## config.mk

```make
export PLATFORM = sky130hd
export DESIGN_NAME = nmp_top
export DESIGN_NICKNAME = d
export VERILOG_FILES = /design/src/logic/nmp_pkg.sv /design/src/logic/nmp_clk_if.sv /design/src/logic/nmp_clk_src.sv /design/src/logic/nmp_top.sv
export SDC_FILE = /design/constraint.sdc
export NUM_CORES = 1
export LEC_CHECK = 0
export BUFFER_PORTS_ARGS = -buffer_cell sky130_fd_sc_hd__buf_2
export CAP_MARGIN = 20
export CORE_ASPECT_RATIO = 1.2
export CORE_MARGIN = 3
export CORE_UTILIZATION = 49
export CTS_CLUSTER_SIZE = 8
export DETAILED_ROUTE_END_ITERATION = 6
export MAX_ROUTING_LAYER = met4
export PLACE_DENSITY = 0.86
export SYNTH_ARGS = -nofsm -noshare
export SYNTH_HDL_FRONTEND = slang
export SYNTH_SLANG_ARGS = --single-unit
```

## constraint.sdc

```tcl
create_clock -name sys_clk -period 2.7 [get_ports sys_clk]
set_clock_uncertainty 0.15 [all_clocks]
set_input_delay 0 -clock sys_clk [delete_from_list [all_inputs] [get_ports sys_clk]]
set_output_delay 0 -clock sys_clk [all_outputs]
set_load 0.02 [all_outputs]
```

## src/logic/nmp_pkg.sv

```systemverilog
// Constants, types and the overview for the narrow memory port clock and strobe block.
// Assumes one 10 MHz system clock that also stands for the core clock.
//
// Overview of operation
// - On the first clock after reset, straps pick port clock: external pin, core divided by four or six.
// - Second output clock is port clock divided by one, two or four.
// - First output clock runs at the port clock frequency, undivided.
// - Synchronous mode: shared pin is address strobe when select is 0, read enable if 1.
// - Shared pin one: async read enable, SDRAM column strobe, sync strobe or read enable.
// - Shared pin two: async output enable, SDRAM row strobe, sync output enable.
// - The port answers a hold request by driving hold acknowledge.
// - Bus request output shows that the port itself needs the external bus while its pins float for a hold.
// - Peripheral direct transfer output lets two peripherals exchange data directly while the port owns its pins.
package nmp_pkg;

  // ---------------------------------------------------------------
  // Clock source and memory type codes
  // ---------------------------------------------------------------
  localparam logic [1:0] NMP_SRC_PIN     = 2'h0;
  localparam logic [1:0] NMP_SRC_CORE_D4 = 2'h1;
  localparam logic [1:0] NMP_SRC_CORE_D6 = 2'h2;
  localparam logic [1:0] NMP_SRC_RESET   = NMP_SRC_PIN;
  // Last divider count of each half period, so every tick marks one output clock edge.
  localparam logic [2:0] NMP_DIV4_LAST   = 3'h1;
  localparam logic [2:0] NMP_DIV6_LAST   = 3'h2;
  localparam logic [1:0] NMP_RATIO_1     = 2'h0;
  localparam logic [1:0] NMP_RATIO_2     = 2'h1;
  localparam logic [1:0] NMP_RATIO_4     = 2'h2;

  typedef enum logic [1:0] {
    NMP_MEM_ASYNC = 2'h0,
    NMP_MEM_SDRAM = 2'h1,
    NMP_MEM_SYNC  = 2'h2
  } nmp_mem_e;

  typedef enum logic [3:0] {
    NMP_ST_IDLE    = 4'h1,
    NMP_ST_ACCESS  = 4'h2,
    NMP_ST_RELEASE = 4'h4,
    NMP_ST_HELD    = 4'h8
  } nmp_state_e;

endpackage : nmp_pkg

```

## src/logic/nmp_clk_if.sv

```systemverilog
// Interface carrying the port clock enables between the clock divider and the top.
// Assumes both sides run on sys_clk.
`timescale 1ns/1ps
interface nmp_clk_if;
  logic       port_tick;
  logic [1:0] src_sel;
  modport gen (input src_sel, output port_tick);
  modport use_side (output src_sel, input port_tick);
endinterface : nmp_clk_if

```

## src/logic/nmp_clk_src.sv

```systemverilog
// Port clock source: selects pin edges or a divided core clock as an enable.
// Assumes the external clock pin is already synchronous to sys_clk.
`timescale 1ns/1ps
module nmp_clk_src
  import nmp_pkg::*;
(
  input  wire logic sys_clk,
  input  wire logic rst,
  input  wire logic port_clock_in,
  nmp_clk_if.gen    clk_if
);

  logic [2:0] div_cnt_reg;
  logic       pin_last_reg;
  logic [2:0] div_last;

  assign div_last = (clk_if.src_sel == NMP_SRC_CORE_D6) ? NMP_DIV6_LAST : NMP_DIV4_LAST;

  always_ff @(posedge sys_clk) begin
    if (rst || div_cnt_reg >= div_last) begin
      div_cnt_reg <= 3'h0;
    end else begin
      div_cnt_reg <= div_cnt_reg + 3'h1;
    end
  end

  // Loaded during reset as well, so a pin resting high shows no false edge at release.
  always_ff @(posedge sys_clk) begin
    pin_last_reg <= port_clock_in;
  end

  // Each tick is one half period of the selected port input clock.
  always_comb begin
    case (clk_if.src_sel)
      NMP_SRC_CORE_D4,
      NMP_SRC_CORE_D6: clk_if.port_tick = (div_cnt_reg == div_last);
      default:         clk_if.port_tick = port_clock_in ^ pin_last_reg;
    endcase
  end

endmodule : nmp_clk_src

```

## src/logic/nmp_top.sv

```systemverilog
// Narrow memory port clocking, shared strobe pins and bus hold arbitration.
// Assumes synchronous inputs and an access engine that reports start and finish.
`timescale 1ns/1ps
module nmp_top
  import nmp_pkg::*;
(
  input  wire logic       sys_clk,
  input  wire logic       rst,
  input  wire logic       port_clock_in,
  input  wire logic [1:0] port_address_straps,
  input  wire logic [1:0] clk2_ratio,
  input  wire logic [1:0] mem_type,
  input  wire logic       read_enable_select,
  input  wire logic       access_req,
  input  wire logic       access_done,
  input  wire logic       read_strobe,
  input  wire logic       output_strobe,
  input  wire logic       periph_xfer_req,
  input  wire logic       hold_request_in,
  output logic            port_clock_out_full,
  output logic            port_clock_out_divided,
  output logic            strobe_a_out,
  output logic            strobe_a_oe_n,
  output logic            strobe_b_out,
  output logic            strobe_b_oe_n,
  output logic            hold_acknowledge_out,
  output logic            bus_request_out,
  output logic            peripheral_direct_transfer,
  output logic            access_grant,
  output logic [1:0]      port_source
);

  // ---------------------------------------------------------------
  // Clock source selection
  // ---------------------------------------------------------------
  nmp_clk_if clk_if ();
  logic [1:0] src_reg;
  logic       strap_taken_reg;

  // Straps are caught on the first clock after reset release, never under reset.
  always_ff @(posedge sys_clk) begin
    if (rst) begin
      strap_taken_reg <= 1'b0;
      src_reg         <= NMP_SRC_RESET;
    end else if (!strap_taken_reg) begin
      strap_taken_reg <= 1'b1;
      src_reg         <= (port_address_straps == 2'h3) ? NMP_SRC_PIN : port_address_straps;
    end
  end

  // The chosen source is shown outside so a board check can confirm the straps.
  assign clk_if.src_sel = src_reg;
  assign port_source    = src_reg;

  // The divider restarts with reset, so the first core tick lands a fixed count after release.
  nmp_clk_src u_clk_src (
    .sys_clk       (sys_clk),
    .rst           (rst),
    .port_clock_in (port_clock_in),
    .clk_if        (clk_if.gen)
  );

  // ---------------------------------------------------------------
  // Output clocks
  // ---------------------------------------------------------------
  logic [1:0] div2_cnt_reg;
  logic       full_reg;
  logic       div_reg;
  logic       div_tick;

  assign port_clock_out_full    = full_reg;
  assign port_clock_out_divided = div_reg;

  // Ticks mark both edges of the port input clock, so toggling on every tick
  // keeps the full clock at the input frequency; pin edges show one cycle late.
  always_ff @(posedge sys_clk) begin
    if (rst) begin
      full_reg <= 1'b0;
    end else if (clk_if.port_tick) begin
      full_reg <= ~full_reg;
    end
  end

  always_ff @(posedge sys_clk) begin
    if (rst) begin
      div2_cnt_reg <= 2'h0;
    end else if (clk_if.port_tick) begin
      div2_cnt_reg <= div2_cnt_reg + 2'h1;
    end
  end

  // Ratio code 3 is not defined, so it falls back to no division.
  always_comb begin
    case (clk2_ratio)
      NMP_RATIO_2: div_tick = clk_if.port_tick & div2_cnt_reg[0];
      NMP_RATIO_4: div_tick = clk_if.port_tick & (&div2_cnt_reg);
      default:     div_tick = clk_if.port_tick;
    endcase
  end

  always_ff @(posedge sys_clk) begin
    if (rst) begin
      div_reg <= 1'b0;
    end else if (div_tick) begin
      div_reg <= ~div_reg;
    end
  end

  // ---------------------------------------------------------------
  // Bus ownership
  // ---------------------------------------------------------------
  // Hold beats a new access in idle, but a running access is never cut short,
  // so the host waits for at most one access before the pins float.
  nmp_state_e state_reg;
  nmp_state_e state_next;

  always_comb begin
    case (state_reg)
      NMP_ST_IDLE: begin
        if (hold_request_in) begin
          state_next = NMP_ST_RELEASE;
        end else if (access_req) begin
          state_next = NMP_ST_ACCESS;
        end else begin
          state_next = NMP_ST_IDLE;
        end
      end
      NMP_ST_ACCESS:  state_next = access_done ? NMP_ST_IDLE : NMP_ST_ACCESS;
      NMP_ST_RELEASE: state_next = hold_request_in ? NMP_ST_HELD : NMP_ST_IDLE;
      NMP_ST_HELD:    state_next = hold_request_in ? NMP_ST_HELD : NMP_ST_IDLE;
      default:        state_next = NMP_ST_IDLE;
    endcase
  end

  always_ff @(posedge sys_clk) begin
    if (rst) begin
      state_reg <= NMP_ST_IDLE;
    end else begin
      state_reg <= state_next;
    end
  end

  // The port drives its pins unless it is releasing them or the host holds the bus.
  logic owned;
  assign owned = (state_reg != NMP_ST_RELEASE) && (state_reg != NMP_ST_HELD);

  // Acknowledge rises with the entry to held, when the pins already float.
  always_ff @(posedge sys_clk) begin
    if (rst) begin
      hold_acknowledge_out <= 1'b0;
    end else begin
      hold_acknowledge_out <= (state_next == NMP_ST_HELD);
    end
  end

  assign access_grant = (state_reg == NMP_ST_ACCESS);

  // ---------------------------------------------------------------
  // Bus request and peripheral transfer
  // ---------------------------------------------------------------
  // An access wanted while the host holds the bus waits and is flagged here.
  always_ff @(posedge sys_clk) begin
    if (rst) begin
      bus_request_out <= 1'b0;
    end else begin
      bus_request_out <= access_req && !owned;
    end
  end

  // Direct transfers need the port's own pins, so they stop during a hold.
  always_ff @(posedge sys_clk) begin
    if (rst) begin
      peripheral_direct_transfer <= 1'b0;
    end else begin
      peripheral_direct_transfer <= periph_xfer_req && owned;
    end
  end

  // ---------------------------------------------------------------
  // Shared strobe pins
  // ---------------------------------------------------------------
  logic a_reg;
  logic b_reg;

  // Pin A is read enable in every mode except the synchronous address strobe,
  // which is only asserted while an access holds the bus.
  function automatic logic nmp_pin_a_level(
    input logic [1:0] mode,
    input logic       sel,
    input logic       grant,
    input logic       rd
  );
    logic level;
    level = ~rd;
    if (mode == NMP_MEM_SYNC && !sel) begin
      level = ~(grant & ~rd);
    end
    return level;
  endfunction : nmp_pin_a_level

  // Strobes are active low; the pins float while the host holds the bus.
  always_ff @(posedge sys_clk) begin
    if (rst) begin
      a_reg <= 1'b1;
    end else begin
      a_reg <= nmp_pin_a_level(mem_type, read_enable_select, access_grant, read_strobe);
    end
  end

  // Pin B is an output enable or row strobe whose level follows the request in every mode.
  always_ff @(posedge sys_clk) begin
    if (rst) begin
      b_reg <= 1'b1;
    end else begin
      b_reg <= ~output_strobe;
    end
  end

  assign strobe_a_out  = a_reg;
  assign strobe_b_out  = b_reg;
  assign strobe_a_oe_n = ~owned;
  assign strobe_b_oe_n = ~owned;

endmodule : nmp_top

```

# == Word level (Yosys, flattened, before mapping) ==
# Index checks and enable logic that the tools add are counted.
# classes
n_lt_le_gt_ge,1
n_reduce_logical,10
addsub,2
n_bitwise,10
eq_ne,14
n_mux,11
# ops
operator,n
$pmux W4 S3,1
$eq A2 B2 Y1 const B,4
$eq A4 B4 Y1 const B,2
$mux W2,4
$not A1 Y1,6
$eq A2 B1 Y1 const B,2
$eq A4 B1 Y1 const B,1
$eq A4 B2 Y1 const B,1
$eq A4 B3 Y1 const B,1
$logic_and A1 B1 Y1,4
$mux W4,1
$ne A4 B3 Y1 const B,1
$ne A4 B4 Y1 const B,1
$reduce_or A2 Y1,2
$add A3 B1 Y3 const B,1
$and A1 B1 Y1,3
$eq A3 B3 Y1,1
$ge A3 B3 Y1,1
$mux W1,3
$mux W3,1
$add A2 B1 Y2 const B,1
$logic_not A1 Y1,2
$pmux W1 S2,1
$reduce_and A2 Y1,1
other kinds (2),2
# word_totals
ff_bits,20
inputBits,16
wordCells,61

# == Longest topological paths before layout ==
# logic_depth
ltp_word,6
depth_mapped,7

# == Hierarchy ==
# From an unflattened synthesis, not the netlist that was laid out.
# hier_totals
hier_cells,83
area_unflattened_um2,818.3
# modules_own_cells
module,cells_each,area_per_inst_um2,seq_area_each_um2,instances
nmp_top,62,601.8,320.3,1
nmp_clk_src,21,216.5,80.1,1

# == Least setup slack after synthesis ==
# OpenSTA, ideal clock, no wires.
# synth_timing
path_type,register to register
startpoint,"register src_reg[0], in the netlist port_source[0]"
endpoint,register div2_cnt_reg[0]
setup_time_ns,0.123
path_buffers,0
path_slack_ns,0.671
t_required_ns,2.427
stages_incl_launch_ff,8
arrival_time_ns,1.756
path_cell_list,dfxtp_1 inv_1 ha_1 inv_1 ha_1 and3b_1 mux2i_1 mux2_1
# synth_between
elab_chain_cells,4
word_cells_on_any_way,6
# synth_rtl
item,line_no,rtl
start: declaration,nmp_top.sv:37,logic [1:0] src_reg;
start signal: assignment,nmp_top.sv:47,src_reg <= (port_address_straps == 2'h3) ? NMP_SRC_PIN : port_address_straps;
$eq A2 B2 Y1,"nmp_clk_src.sv:17, nmp_clk_src.sv:34",
$mux W2,nmp_clk_src.sv:17,assign div_last = (clk_if.src_sel == NMP_SRC_CORE_D6) ? NMP_DIV6_LAST : NMP_DIV4_LAST;
$eq A3 B3 Y1,nmp_clk_src.sv:36,NMP_SRC_CORE_D6: clk_if.port_tick = (div_cnt_reg == div_last);
$mux W1 (*),nmp_clk_src.sv:34,case (clk_if.src_sel)
end signal: assignment,nmp_top.sv:88,div2_cnt_reg <= div2_cnt_reg + 2'h1;
end: declaration,nmp_top.sv:66,logic [1:0] div2_cnt_reg;
# Every way passes the cells marked *; elsewhere a longest branch is shown, timed or not.
# A chain may end at the register's enable or synchronous reset.

# == Worst setup path in the final report ==
# layout_timing
startpoint,register state_reg[0]
endpoint,register state_reg[1]
# layout_between
elab_chain_cells,3
word_cells_on_any_way,6
# layout_rtl
item,line_no,rtl
start: declaration,nmp_top.sv:114,nmp_state_e state_reg;
start signal: assignment,nmp_top.sv:139,state_reg <= state_next;
$eq A4 B4 Y1 / $eq A4 B3 Y1 (equally long branches),nmp_top.sv:118,case (state_reg)
$reduce_or A2 Y1 (no source line),n/a,
$pmux W4 S3 (*),nmp_top.sv:118,
# Marks and branches as above.

==> out/metrics.cfg <==
[grt]
antenna_found_initial = 0
overflow = 0
grt_pass1_vias = 821
grt_first_pass_wirelength_mm = 3.277
grtUsageTotal_pct = 18.89
grt_max_degree = 16

[critical_path]
r2r-end = state_reg[1]$_SDFF_PP0_
arrival_ns = 2.73
worstPathRequired_ns = 2.79
rr_worst_depth = 5
criticalPathCategory = flop to flop
end_kind = flop
r2r-start = state_reg[0]$_SDFF_PP1_
cp_max_fo = 7
r2r_slack_ns = 0.06
critPathLaunchType = flop

[synth]
netlist_top_cells_area = dfxtp_1 43%, ha_1 8.1%, nor2_1 4.8%, inv_1 4.0%, mux2_1 2.4%
muxShareOfSynthArea_pct = 5.787
synthAdderAreaFrac_pct = 8.075
synth_xor_area_share_pct = 2.826
netlist_top_cells_count = 20 x dfxtp_1, 12 x nor2_1, 10 x inv_1, 6 x ha_1, 5 x nand2_1
synth_simple_gate_area_share_pct = 23.55
netlist.area_leader.share_pct = 43.07
syn_avg_cell_area_um2 = 9.584
yosysSeqAreaShare_pct = 43.07
synth_top_family_by_area = simple AND/OR/NAND/NOR gates
ys.warnings.count = 0
ys_ff_latch = 20
synth_edf_count = 0
synth_top_area_cell = dfxtp_1
netlist_instances = 97
syn_nets = 119
async_reset_ff_share_pct = 0
yosysMostFrequentCell = dfxtp_1
syn_area_um2 = 929.6
synthFlopType = dfxtp_1
yosys.cell_types.count = 37
synth_compound_area_share_pct = 10.23

[die]
start_util_pct = 54.63
core-area_um2 = 1702
die_h_um = 53.72
pin_count = 28
row_count = 16
die-area_um2 = 2458
die_x_um = 45.76

[placed_design]
io_buffers = 27
dp_hpwl_mm = 1.306
gp_congestion = 0.7812

[sta]
setup_tns_ns = 0
setup_viol = 0
min_period_over_period_pct = 97.74
rsz0062_at_grt = no
relSlewSlack_pct = 75.47
worst_pin_slew_ns = 0.3576
final.min_clock_period_ns = 2.639
final_max_slew_viol_count = 0
hold_viol = 0
timing.hold.ws_ns = 0.06004
fmax_ghz = 0.3789

[pwr]
p_sw_share_pct = 29.41
power_frac_seq_pct = 49.1
p_leak_nw = 0.6209
p_int_w = 0.0005210
combPwrFrac_pct = 27.8
peakVddDrop_v = 0.0005054
clkPwrFrac_pct = 23.1
powerDensity_nw_per_um2 = 568.2
switchingPower_w = 0.0002170

[finish]
fin_util_pct = 76.32
seqCellArea_um2 = 400.4
diodes = 0
synthToLayoutAreaGrowth_pct = 39.70
drive_above_1_share_pct = 24.83
n_fill_cell = 106
multi_input_area_um2 = 473.0
largest_register_ffs = 4
fin_nets = 168

[run_status]
outcome = finished, final reports clean

[route]
viasPerCell = 5.178
wl_per_cell_um = 12.07
ant_nets = 0
firstDrtPassIters = 4
drtIter0Drc = 8
wl_mm = 1.967
via_count = 844
drc = 0

[clock_tree]
numCtsBuffers = 3
path_clk_slew_ns = 0.11
tritoncts = built
root_buffer = clkbuf_4
clk-insertion-delay-late_ns = 0.29
cts_sinks = 20
cts_buffer_depth = 2
ctsHtreeMaxLevel = 1

[min_path]
min_path_cells = 5
hold_end = port_clock_out_divided$_SDFFE_PP0P_
hold_start = clk2_ratio[0]
hold_class = input pin to flop

[run]
maxCapViolations = 0

placed cells by master (no fill, tap or decap), drive strengths merged, types with 2 or more instances in the layout:
cell type | Yosys | routed
nor3b | 3 | 3
mux2i | 2 | 2
mux2 | 3 | 3
xnor2 | 2 | 2
nand2 | 5 | 5
o211ai | 2 | 2
buf | 2 | 27
o32a | 2 | 2
nor3 | 3 | 3
nor2 | 12 | 12
or4b | 3 | 3
dfxtp | 20 | 20
ha | 6 | 6
dlygate4sd3 | 0 | 19
inv | 11 | 11
or3b | 2 | 2
clkbuf | 0 | 4
o21ai | 2 | 2
nor2b | 3 | 3
metal layers:
metal	global-route usage, %	part of all wire, %	routed length (um)	vias up
met4	7.109	1.1	21	0
met1	21.88	45	881	374
li1	-	-	-	434
met5	-	0	0	-
met2	30.93	47	928	32
met3	5.017	6.9	136	4
power by group through the flow:
stage | Clock (W) | Combinational (W) | Sequential, W
floorplan | 0 | 0.000125 | 0.000376
global placement | 0 | 0.000176 | 0.000366
detailed placement | 0 | 0.000184 | 0.000368
CTS | 0.000176 | 0.000205 | 0.000361
global route | 0.000185 | 0.000232 | 0.000367
finish | 0.000170 | 0.000206 | 0.000362
how the worst max path moves through the flow:
| stage | startpoint | depth (start not counted) | to | slack (ns) |
|---|---|---|---|---|
| 4_1_cts | state_reg[0]$_SDFF_PP1_ | 5 | state_reg[1]$_SDFF_PP0_ | 0.11 |
| 3_5_place_dp | port_source[0]$_SDFFE_PP0N_ | 7 | port_clock_out_full$_SDFFE_PP0P_ | 0.69 |
| 2_1_floorplan | port_source[0]$_SDFFE_PP0N_ | 7 | div2_cnt_reg[0]$_SDFFE_PP0P_ | 0.67 |
| 3_3_place_gp | port_source[0]$_SDFFE_PP0N_ | 7 | port_clock_out_full$_SDFFE_PP0P_ | 0.74 |
| 6_report | state_reg[0]$_SDFF_PP1_ | 5 | state_reg[1]$_SDFF_PP0_ | 0.06 |
| 5_1_grt | state_reg[0]$_SDFF_PP1_ | 5 | state_reg[1]$_SDFF_PP0_ | 0.009 |
metrics by stage:
step                setup WS, ns  instance area (um2)  cells  total power (W)
global placement          0.7447                 1069    140        0.0005426
finish                   0.06101                 1299    163        0.0007380
detailed placement        0.6894                 1069    140        0.0005521
global route            0.008921                 1299    163        0.0007843
CTS                       0.1077                 1295    163        0.0007420
floorplan                 0.6708                929.6     97        0.0005013
logic make-up after synthesis:
logic type      Yosys count
compound gates           12
xor+xnor                  3
fa+ha+maj                 6
buf+inv                  13
flops                    20
mux                       5
simple gates             38
timing repair:
item	in CTS	in global routing
endpoints found under the setup margin	0	1
resized for setup	0	1
hold buffers	19	0
setup buffers	0	0
hold endpoints to repair	15	0
area by class of cell:
type	count	area share, %
Timing Repair Buffer	46	25.05
Tap cell	18	1.734
Inverter	11	3.179
Multi-Input combinational cell	64	36.42
Sequential cell	20	30.83
Clock buffer	4	2.794
critical path: stages, from the launching register on:
cell and delay, ns:
dfxtp_1 0.45, or4b_4 0.51, o32a_1 0.29, dlygate4sd3_1 0.55, nor2_1 0.09, dlygate4sd3_1 0.55
Note: power is estimated with default switching activity, not from simulation.
